<file path="src/pkg/wdt_pkg.sv">
// Package for the watchdog timeout reset block.
// Assumes one 100 MHz system clock standing in for the oscillator clock.
package wdt_pkg;
  // Register addresses on the plain register port
  localparam logic [15:0] WDT_ADDR_SERVICE = 16'hFFFF;
  localparam logic [15:0] WDT_ADDR_CONFIG  = 16'hFF00;
  localparam logic [15:0] WDT_ADDR_CAUSE   = 16'hFF01;
  localparam logic [15:0] WDT_ADDR_IRQ_ST  = 16'hFF02;
  localparam logic [15:0] WDT_ADDR_IRQ_EN  = 16'hFF03;
  localparam logic [15:0] WDT_ADDR_IRQ_CLR = 16'hFF04;
  // Field positions of the configuration register
  localparam int WDT_CFG_DISABLE = 0;
  localparam int WDT_CFG_RATE    = 1;
  // Field positions of cause and event registers
  localparam int WDT_CAUSE_WDT   = 0;
  localparam int WDT_EV_TIMEOUT  = 0;
  localparam int WDT_EV_SERVICE  = 1;
  // Reset values
  localparam logic [7:0] WDT_CONFIG_RST = 8'h00;
  localparam logic [7:0] WDT_CAUSE_RST  = 8'h00;
  localparam logic [1:0] WDT_IRQ_RST    = 2'h0;
  // Counter widths and timing counts in oscillator cycles
  localparam int WDT_PRE_W  = 12;
  localparam int WDT_WDT_W  = 6;
  localparam int WDT_SHORT_TAP = 7;
  localparam int WDT_PIN_LOW_CYC = 32;
  localparam int WDT_POR_CYC = 4096;
  localparam logic [5:0] WDT_PIN_LOW_LAST = 6'(WDT_PIN_LOW_CYC - 1);
  // States of the reset pin sequencer, one-hot
  typedef enum logic [1:0] {
    WDT_RUN   = 2'b01,
    WDT_PULSE = 2'b10
  } wdt_state_type;
endpackage

</file>
<file path="src/verilog/wdt_core.sv">
// Watchdog timeout reset: prescaler, watchdog counter, reset pin pulse.
// Assumes clk_sys is the oscillator clock; mode inputs are synchronous.
//
// Summary of operation
// - 6-bit counter clocked by 12-bit prescaler carry
// - Unserviced overflow raises reset after timeout
// - Rate select 1 short, 0 long; reset 0
// - Service write clears counter, prescaler bits 12-5
// - Service read returns reset vector low byte
// - Timeout drives pin low 32 cycles, sets cause
// - Power-on clears prescaler after 4096 cycles
// - Internal reset clears prescaler and counter
// - Reset vector fetch clears prescaler
// - Disable bit 1 stops watchdog, 0 enables
// - Timeout sets event bit 0; CPU interrupt only when enabled
// - Disabled in monitor mode with high voltage
// - Keeps counting in wait mode
// - Stop mode gates clock, clears prescaler
// - Disabled in break with high voltage on pin
// - Counts at oscillator clock rate
//
// The address-and-strobe port is this design's own decision.
module wdt_core (
  input  wire logic        clk_sys,
  input  wire logic        rst_b,
  input  wire logic [15:0] reg_addr,
  input  wire logic [7:0]  reg_wdata,
  input  wire logic        reg_wr,
  input  wire logic        reg_rd,
  output logic      [7:0]  reg_rdata,
  input  wire logic [7:0]  reset_vector_low,
  input  wire logic        vector_fetch,
  input  wire logic        stop_mode,
  input  wire logic        monitor_mode,
  input  wire logic        break_active,
  input  wire logic        irq_pin_high_volt,
  input  wire logic        rst_pin_high_volt,
  output logic             rst_pin_out,
  output logic             rst_pin_oe_b,
  output logic             wdt_reset,
  output logic             irq
);

  ////////////////////////////////////////////////////////////////////////////
  // Pin-derived inputs pass two flops first
  logic [1:0] hv_irq_sync;
  logic [1:0] hv_rst_sync;
  always_ff @(posedge clk_sys) begin
    hv_irq_sync <= {hv_irq_sync[0], irq_pin_high_volt};
    hv_rst_sync <= {hv_rst_sync[0], rst_pin_high_volt};
  end

  ////////////////////////////////////////////////////////////////////////////
  // Registers and state
  logic [7:0]                     config_one;
  logic [7:0]                     reset_cause_register;
  logic [1:0]                     irq_status;
  logic [1:0]                     irq_enable;
  logic [wdt_pkg::WDT_PRE_W-1:0]  prescaler;
  logic [wdt_pkg::WDT_WDT_W-1:0]  wdt_count;
  logic [12:0]                    por_count;
  logic                           por_done;
  logic [5:0]                     pulse_count;
  wdt_pkg::wdt_state_type         state;

  // Address decode
  logic sel_service;
  logic sel_config;
  logic sel_cause;
  logic sel_irq_st;
  logic sel_irq_en;
  logic sel_irq_clr;
  assign sel_service = (reg_addr == wdt_pkg::WDT_ADDR_SERVICE);
  assign sel_config  = (reg_addr == wdt_pkg::WDT_ADDR_CONFIG);
  assign sel_cause   = (reg_addr == wdt_pkg::WDT_ADDR_CAUSE);
  assign sel_irq_st  = (reg_addr == wdt_pkg::WDT_ADDR_IRQ_ST);
  assign sel_irq_en  = (reg_addr == wdt_pkg::WDT_ADDR_IRQ_EN);
  assign sel_irq_clr = (reg_addr == wdt_pkg::WDT_ADDR_IRQ_CLR);

  ////////////////////////////////////////////////////////////////////////////
  // Control terms
  logic rate_short;
  logic disabled;
  logic service_wr;
  logic pre_carry;
  logic timeout;
  logic in_pulse;
  assign rate_short = config_one[wdt_pkg::WDT_CFG_RATE];
  // High-voltage test conditions override the configuration bit
  assign disabled = config_one[wdt_pkg::WDT_CFG_DISABLE]
                  | (monitor_mode & (hv_irq_sync[1] | hv_rst_sync[1]))
                  | (break_active & hv_rst_sync[1]);
  assign service_wr = reg_wr & sel_service;
  assign in_pulse   = (state == wdt_pkg::WDT_PULSE);
  // Short rate taps a lower prescaler stage: 2^13 instead of 2^18 span
  assign pre_carry = rate_short
                   ? (&prescaler[wdt_pkg::WDT_SHORT_TAP-1:0])
                   : (&prescaler);
  // Stop mode gates the clock, so neither counter advances
  assign timeout = !disabled && !stop_mode && !in_pulse && pre_carry
                 && (&wdt_count);

  ////////////////////////////////////////////////////////////////////////////
  // Power-on wait before the prescaler is released
  always_ff @(posedge clk_sys) begin
    if (!rst_b) begin
      por_count <= 13'h0000;
      por_done  <= 1'b0;
    end else if (!por_done) begin
      por_count <= por_count + 13'h0001;
      por_done  <= (por_count == 13'(wdt_pkg::WDT_POR_CYC - 1));
    end
  end

  ////////////////////////////////////////////////////////////////////////////
  // Prescaler: clears on reset, POR, fetch, stop; service clears bits 12-5
  always_ff @(posedge clk_sys) begin
    if (!rst_b || !por_done || vector_fetch || stop_mode || in_pulse)
      prescaler <= '0;
    else if (service_wr)
      prescaler <= {8'h00, prescaler[3:0] + 4'h1};
    else
      prescaler <= prescaler + 12'h001;
  end

  // Watchdog counter, advanced by the prescaler carry
  always_ff @(posedge clk_sys) begin
    if (!rst_b || disabled || service_wr || in_pulse)
      wdt_count <= '0;
    else if (!stop_mode && por_done && pre_carry)
      wdt_count <= wdt_count + 6'h01;
  end

  ////////////////////////////////////////////////////////////////////////////
  // Reset pin sequencer; a timeout also sets the cause and event bits
  always_ff @(posedge clk_sys) begin
    if (!rst_b) begin
      state       <= wdt_pkg::WDT_RUN;
      pulse_count <= 6'h00;
    end else begin
      case (state)
        wdt_pkg::WDT_RUN: begin
          pulse_count <= 6'h00;
          if (timeout)
            state <= wdt_pkg::WDT_PULSE;
        end
        wdt_pkg::WDT_PULSE: begin
          pulse_count <= pulse_count + 6'h01;
          if (pulse_count == wdt_pkg::WDT_PIN_LOW_LAST)
            state <= wdt_pkg::WDT_RUN;
        end
        default: state <= wdt_pkg::WDT_RUN;
      endcase
    end
  end

  // Open-drain reset pin, driven low while enable is low
  always_ff @(posedge clk_sys) begin
    if (!rst_b) begin
      rst_pin_out  <= 1'b1;
      rst_pin_oe_b <= 1'b1;
      wdt_reset    <= 1'b0;
    end else begin
      rst_pin_out  <= 1'b0;
      rst_pin_oe_b <= !(timeout || (in_pulse &&
                      pulse_count != wdt_pkg::WDT_PIN_LOW_LAST));
      wdt_reset    <= timeout || (in_pulse &&
                      pulse_count != wdt_pkg::WDT_PIN_LOW_LAST);
    end
  end

  ////////////////////////////////////////////////////////////////////////////
  // Software registers; cause bit survives the watchdog's own pulse
  always_ff @(posedge clk_sys) begin
    if (!rst_b) begin
      config_one <= wdt_pkg::WDT_CONFIG_RST;
      irq_enable <= wdt_pkg::WDT_IRQ_RST;
    end else if (reg_wr) begin
      if (sel_config)
        config_one <= reg_wdata & 8'h03;
      if (sel_irq_en)
        irq_enable <= reg_wdata[1:0];
    end
  end

  always_ff @(posedge clk_sys) begin
    if (!rst_b)
      reset_cause_register <= wdt_pkg::WDT_CAUSE_RST;
    else if (timeout)
      reset_cause_register[wdt_pkg::WDT_CAUSE_WDT] <= 1'b1;
    else if (reg_wr && sel_cause)
      reset_cause_register <= 8'h00;
  end

  // Sticky events; a set in the clear cycle wins
  logic [1:0] ev_set;
  logic [1:0] ev_clr;
  assign ev_set = {service_wr, timeout};
  assign ev_clr = (reg_wr && sel_irq_clr) ? reg_wdata[1:0] : 2'h0;
  always_ff @(posedge clk_sys) begin
    if (!rst_b) begin
      irq_status <= wdt_pkg::WDT_IRQ_RST;
      irq        <= 1'b0;
    end else begin
      irq_status <= (irq_status & ~ev_clr) | ev_set;
      irq        <= |(((irq_status & ~ev_clr) | ev_set) & irq_enable);
    end
  end

  ////////////////////////////////////////////////////////////////////////////
  // Read data one cycle after the strobe
  logic [7:0] rd_mux;
  assign rd_mux = sel_service ? reset_vector_low
                : sel_config  ? config_one
                : sel_cause   ? reset_cause_register
                : sel_irq_st  ? {6'h00, irq_status}
                : sel_irq_en  ? {6'h00, irq_enable}
                : 8'h00;
  always_ff @(posedge clk_sys) begin
    if (!rst_b)
      reg_rdata <= 8'h00;
    else
      reg_rdata <= reg_rd ? rd_mux : 8'h00;
  end

  ////////////////////////////////////////////////////////////////////////////
  // Notes for the next engineer
  //
  // The timeout figures depend on where a service write lands relative to
  // the low prescaler stages: those stages keep counting across a service,
  // so the time to the next timeout varies by up to sixteen cycles. The
  // first timeout after reset waits for the power-on span as well, since
  // the prescaler is held clear until the power-on wait has run out.
  //
  // The high-voltage inputs pass a two-flop synchroniser, so an inhibit
  // takes effect two cycles after the pin rises. A timeout that falls in
  // those two cycles is not suppressed; a user who raises the test voltage
  // should service the watchdog first.
  //
  // Stop mode freezes the counter rather than clearing it. Software is
  // expected to service the watchdog on entry and exit of stop mode so a
  // full timeout period is available afterwards.

endmodule
</file>
<file path="config.mk">
export PLATFORM = sky130hd
export DESIGN_NAME = wdt_core
export DESIGN_NICKNAME = d
export VERILOG_FILES = /design/src/pkg/wdt_pkg.sv /design/src/verilog/wdt_core.sv
export SDC_FILE = /design/constraint.sdc
export NUM_CORES = 1
export LEC_CHECK = 0
export BUFFER_PORTS_ARGS = -buffer_cell sky130_fd_sc_hd__buf_2
export CAP_MARGIN = 20
export CORE_UTILIZATION = 54
export DETAILED_ROUTE_END_ITERATION = 8
export PLACE_DENSITY = 0.78
export SLEW_MARGIN = 20
export SYNTH_ARGS = -nofsm -noshare
export SYNTH_HDL_FRONTEND = slang
export SYNTH_SLANG_ARGS = --single-unit
</file>
<file path="constraint.sdc">
create_clock -name clk_sys -period 2.65 [get_ports clk_sys]
set_clock_uncertainty 0.2 [all_clocks]
set_input_delay 0.1325 -clock clk_sys [delete_from_list [all_inputs] [get_ports clk_sys]]
set_output_delay 0.1325 -clock clk_sys [all_outputs]
set_load 0.02 [all_outputs]
</file>
Word level (Yosys, flattened, before mapping) --
Index checks and enable logic that the tools add are counted.
Word-level totals: register bits 63, bits of input ports 42, output and inout bits 12, word-level logic and storage cells 96
Operators by class: add/sub/neg operators 5, equal/unequal tests 13, multiplexer cells 16, bitwise operators 10, reduce and logical (&&, ||, !) cells 34
Operator list (count):
- $eq A16 B16 Y1 const B | 6
- $mux W2 | 7
- $add A13 B1 Y13 const B | 1
- $eq A13 B12 Y1 const B | 1
- $add A12 B1 Y12 const B | 1
- $add A6 B1 Y6 const B | 2
- $pmux W6 S2 | 1
- $reduce_and A12 Y1 | 1
- $logic_and A1 B1 Y1 | 9
- $logic_or A1 B1 Y1 | 8
- $mux W8 | 1
- $reduce_and A2 Y1 | 4
- $reduce_and A7 Y1 | 1
- $eq A6 B5 Y1 const B | 1
- $logic_not A1 Y1 | 6
- $ne A6 B5 Y1 const B | 1
- $reduce_and A6 Y1 | 1
- $mux W1 | 5
- $add A4 B1 Y4 const B | 1
- $and A2 B2 Y2 | 2
- $mux W4 | 1
- $pmux W2 S2 | 1
- $reduce_bool A2 Y1 | 2
- $reduce_or A2 Y1 | 2
- 8 further kinds | 12

Logic depth before layout (Yosys ltp) --
word-level depth 12, depth in mapped cells 7, depth with buffers taken out 7

Worst setup path after synthesis --
Ideal clock, no wire load.
kind register to register, start reg prescaler[0] (netlist name), end reg wdt_count[4] (netlist name), data arrival time 1.575 ns, slack 0.805 ns, stages on the path, launching flop included 6, path buffers 0, period minus slack after synthesis 1.845 ns, cells stage by stage dfxtp_1 -> ha_1 -> nand3_4 -> or3_4 -> or3_1 -> a21oi_1
Between the ends: word-level cells in the longest chain between the ends 3
Ends and longest elaborated chain:
- start, declared | line wdt_core.sv:59 | logic [wdt_pkg::WDT_PRE_W-1:0] prescaler;
- start signal, assigned | line wdt_core.sv:121 | prescaler <= {8'h00, prescaler[3:0] + 4'h1};
- start signal, assigned | line wdt_core.sv:123 | prescaler <= prescaler + 12'h001;
- $reduce_and A12 Y1 or $reduce_and A7 Y1 (tied branches) | line wdt_core.sv:98, wdt_core.sv:97
- $mux W1 (*) | line wdt_core.sv:97 | ? (&prescaler[wdt_pkg::WDT_SHORT_TAP-1:0])
- $logic_and A1 B1 Y1 (*) | line wdt_core.sv:130 | else if (!stop_mode && por_done && pre_carry)
- end signal, assigned | line wdt_core.sv:131 | wdt_count <= wdt_count + 6'h01;
- end, declared | line wdt_core.sv:60 | logic [wdt_pkg::WDT_WDT_W-1:0] wdt_count;
Mark *: on every way between the ends. The rest lies on a longest branch, timed or not. A chain may end at the register's enable or synchronous reset.

Worst setup path in the final report --
start in reg_addr[5], end reg config_one[0]
Between the ends: word-level cells in the longest chain between the ends 2
Ends and longest elaborated chain:
- start, declared | line wdt_core.sv:26 | input wire logic [15:0] reg_addr,
- $eq A16 B16 Y1 | line wdt_core.sv:74 | assign sel_config = (reg_addr == wdt_pkg::WDT_ADDR_CONFIG);
- $reduce_and A2 Y1 (no line)
- end signal, assigned | line wdt_core.sv:176 | config_one <= wdt_pkg::WDT_CONFIG_RST;
- end signal, assigned | line wdt_core.sv:180 | config_one <= reg_wdata & 8'h03;
- end, declared | line wdt_core.sv:55 | logic [7:0] config_one;
Every way passes these cells.

==> flow_summary_export.csv <==
group,metric,value,unit
outcome,status,"complete, but fails checks",
outcome,failed_checks,"DRC",
timing,fin_crit_sh,80.6,%
global_route,gr-total-overflow,0,
logic_synthesis,synth_top_area_share,48.5,%
pwr,p_leak,1.35,nW
logic_synthesis,synthArstFlopShare,0,%
hold_path,min_to,"reset_cause_register[0]",
final_layout,layout.cells.most_common,"dfxtp_1",
worst_setup_path,worstPathMaxFanout,5,
global_route,grt_pass1_wl,8890,microns
hold_path,min_path_cells,3,
final_layout,drive_gt1_share,19.9,%
final_layout,final_cell_mix,"63 x dfxtp_1, 47 x buf_2, 46 x nor2_1",
global_route,grt_pass1_vias,2031,
timing,worst_slew_pin_slew,0.612,ns
final_layout,nNetsFinal,395,
die,die_width,71.4,microns
die,row_count,24,
flow_run,maxCapViolCount,0,
timing,slew_violations,0,
clock_network,clockRootBuffer,"clkbuf_8",
final_layout,synthToLayoutAreaGrowth,25.7,%
worst_setup_path,start_kind,"primary input",
pwr,ir_worst_vdd,0.442,mV
worst_setup_path,arrival,2.22,ns
logic_synthesis,syn_nets,322,
routing,drc,7,
hold_path,min-delay-start,"reg_wr",
worst_setup_path,r2r-start,"prescaler[0]",
routing,antenna_left,0,
clock_network,insertion_delay,0.34,ns
timing,maxSlewHeadroom,58.8,%
clock_network,cts_tree,"built",
final_layout,antenna_cells,0,
clock_network,post_cts.repair.setup_buffers,0,
worst_setup_path,end_kind,"flop",
worst_setup_path,r2r_slack,0.60,ns
logic_synthesis,synth_seq_cells,63,
timing,hold_violations,0,
placement,dp_hpwl,3420,microns
logic_synthesis,synth_area_leaders,"dfxtp_1 49%, nor2_1 6.6%, xor2_1 5.7%",
placement,port_buffers,47,
worst_setup_path,cp.required,2.73,ns
die,dieArea,5100,sq um
logic_synthesis,ys_seq_area_share,48.5,%
logic_synthesis,synth_cell_type_count,43,
pwr,power.density,568,nW/um^2
timing,fmax,0.468,GHz
logic_synthesis,synthesis.area,2600,sq um
timing,setup_viol,0,
placement,place.gp.congestion,0.837,
routing,via_count,2131,
logic_synthesis,synth_edf_count,0,
clock_network,htree_levels,3,
die,die_h,71.4,microns
logic_synthesis,syn_avg_cell_area,9.49,sq um
final_layout,final_util,72.6,%
worst_setup_path,reg2regPathDepth,5,
timing,final.setup.tns,0,ns
timing,rsz0062_at_grt,"no",
routing,firstDrtPassIters,9,
logic_synthesis,synth_ff_type,"dfxtp_1",
logic_synthesis,yosys.area.top_type,"dfxtp_1",
logic_synthesis,ys_warn_count,0,
routing,drt_iter0_drc,90,
logic_synthesis,syn_inst,274,
timing,final.min_clock_period,2.13,ns
clock_network,cts.sinks,63,
clock_network,numCtsBuffers,9,
global_route,grt.total_usage,23.2,%
hold_path,min_path_type,"in -> reg",
clock_network,cts_buffer_depth,2,
die,coreArea,4500,sq um
worst_setup_path,worstSetupPathType,"in -> reg",
global_route,antenna_found_initial,0,
die,start_util,57.7,%
routing,via_per_inst,5.29,
global_route,grt_start_max_net_pins,19,
worst_setup_path,r2r-end,"wdt_count[4]",
routing,totalWireLength,5230,microns
die,ios,54,
routing,routedWlPerCell,13.0,microns
clock_network,cts.clk_slew.worst_paths,0.07,ns
==> stage by stage <==
step           total power (W)  cells  instance area, sq um  hold slack (ns)  worst slack, ns
2_1_floorplan          0.00100    274                  2600          -0.0398            0.805
3_3_place_gp           0.00104    370                  2890           0.0561            0.685
3_5_place_dp           0.00104    370                  2890           0.0498            0.634
4_1_cts                0.00187    403                  3270           0.0276            0.537
5_1_grt                0.00193    403                  3270           0.0519            0.415
6_report               0.00186    403                  3270           0.0594            0.515
==> timing repair <==
| action | 4_1_cts | 5_1_grt |
|---|---|---|
| endpoints found under the setup margin | 0 | 0 |
| hold endpoints to repair | 20 | 0 |
| resized for setup | 0 | 0 |
| hold buffers | 18 | 0 |
==> layout make-up <==
cell class | count | area (sq um)
clock buffer | 11 | 151
multi-input combinational | 200 | 1300
timing repair buffer | 66 | 423
clock inverter | 4 | 45.0
tap | 52 | 65.1
sequential | 63 | 1260
fill | 344 | 1230
inverter | 7 | 26.3
==> layer usage <==
metal	routed length (microns)	vias up	track usage, %
li1	-	1085	-
met4	91	0	9.11
met5	0	-	0
met2	2550	52	38.6
met3	290	12	8.86
met1	2300	982	26.9
==> cells by family after synthesis <==
family          Yosys count  share of synthesized area (%)
simple gates            136                           27.7
flops                    63                           48.5
buf+inv                  11                           1.59
mux                       8                           3.56
xor+xnor                 31                           10.4
fa+ha+maj                 6                           2.89
compound gates           19                           5.29
==> cell usage after synthesis, types with 4 or more instances <==
master / number
dfxtp_1: 63
nor2_1: 46
nand2_1: 17
o21ai_0: 5
mux2i_1: 7
nor2b_1: 4
nand4_1: 8
nor3_1: 5
ha_1: 6
and2_1: 11
inv_1: 7
clkbuf_1: 4
nand3_1: 15
and3_1: 8
xor2_1: 17
xnor2_1: 14
==> power by group <==
part	switching, W	internal (W)
clock	0.000345	0.000475
sequential	0.00000455	0.000955
combinational	0.0000357	0.0000421
==> worst max-delay path by stage <==
stage / from / endpoint / slack (ns) / cells after the start
floorplan: prescaler[0] / wdt_count[4] / 0.80 / 5
detailed placement: reg_addr[5] / irq_enable[0] / 0.63 / 6
global route: reg_addr[5] / config_one[0] / 0.41 / 7
CTS: reg_addr[5] / config_one[0] / 0.54 / 7
finish: reg_addr[5] / config_one[0] / 0.52 / 7
global placement: prescaler[0] / wdt_count[4] / 0.68 / 5
==> state kept, by name (all words and copies together), names as in the netlist <==
signal	flops
wdt_count	6
hv_irq_sync	2
state	2
rst_pin_oe_b	1
wdt_reset	1
reg_rdata	8
irq_enable	2
irq_status	2
reset_cause_register	1
irq	1
rst_pin_out	1
prescaler	12
por_count	13
config_one	2
pulse_count	6
hv_rst_sync	2
por_done	1
==> worst max-delay path, stage by stage <==
cell	delay (ns)
buf_2	0.10
or4_1	0.53
nor4_2	0.23
and2b_1	0.24
and3_1	0.23
mux2i_1	0.19
dlygate4sd3_1	0.55
Power figures use the tool's default switching activity.
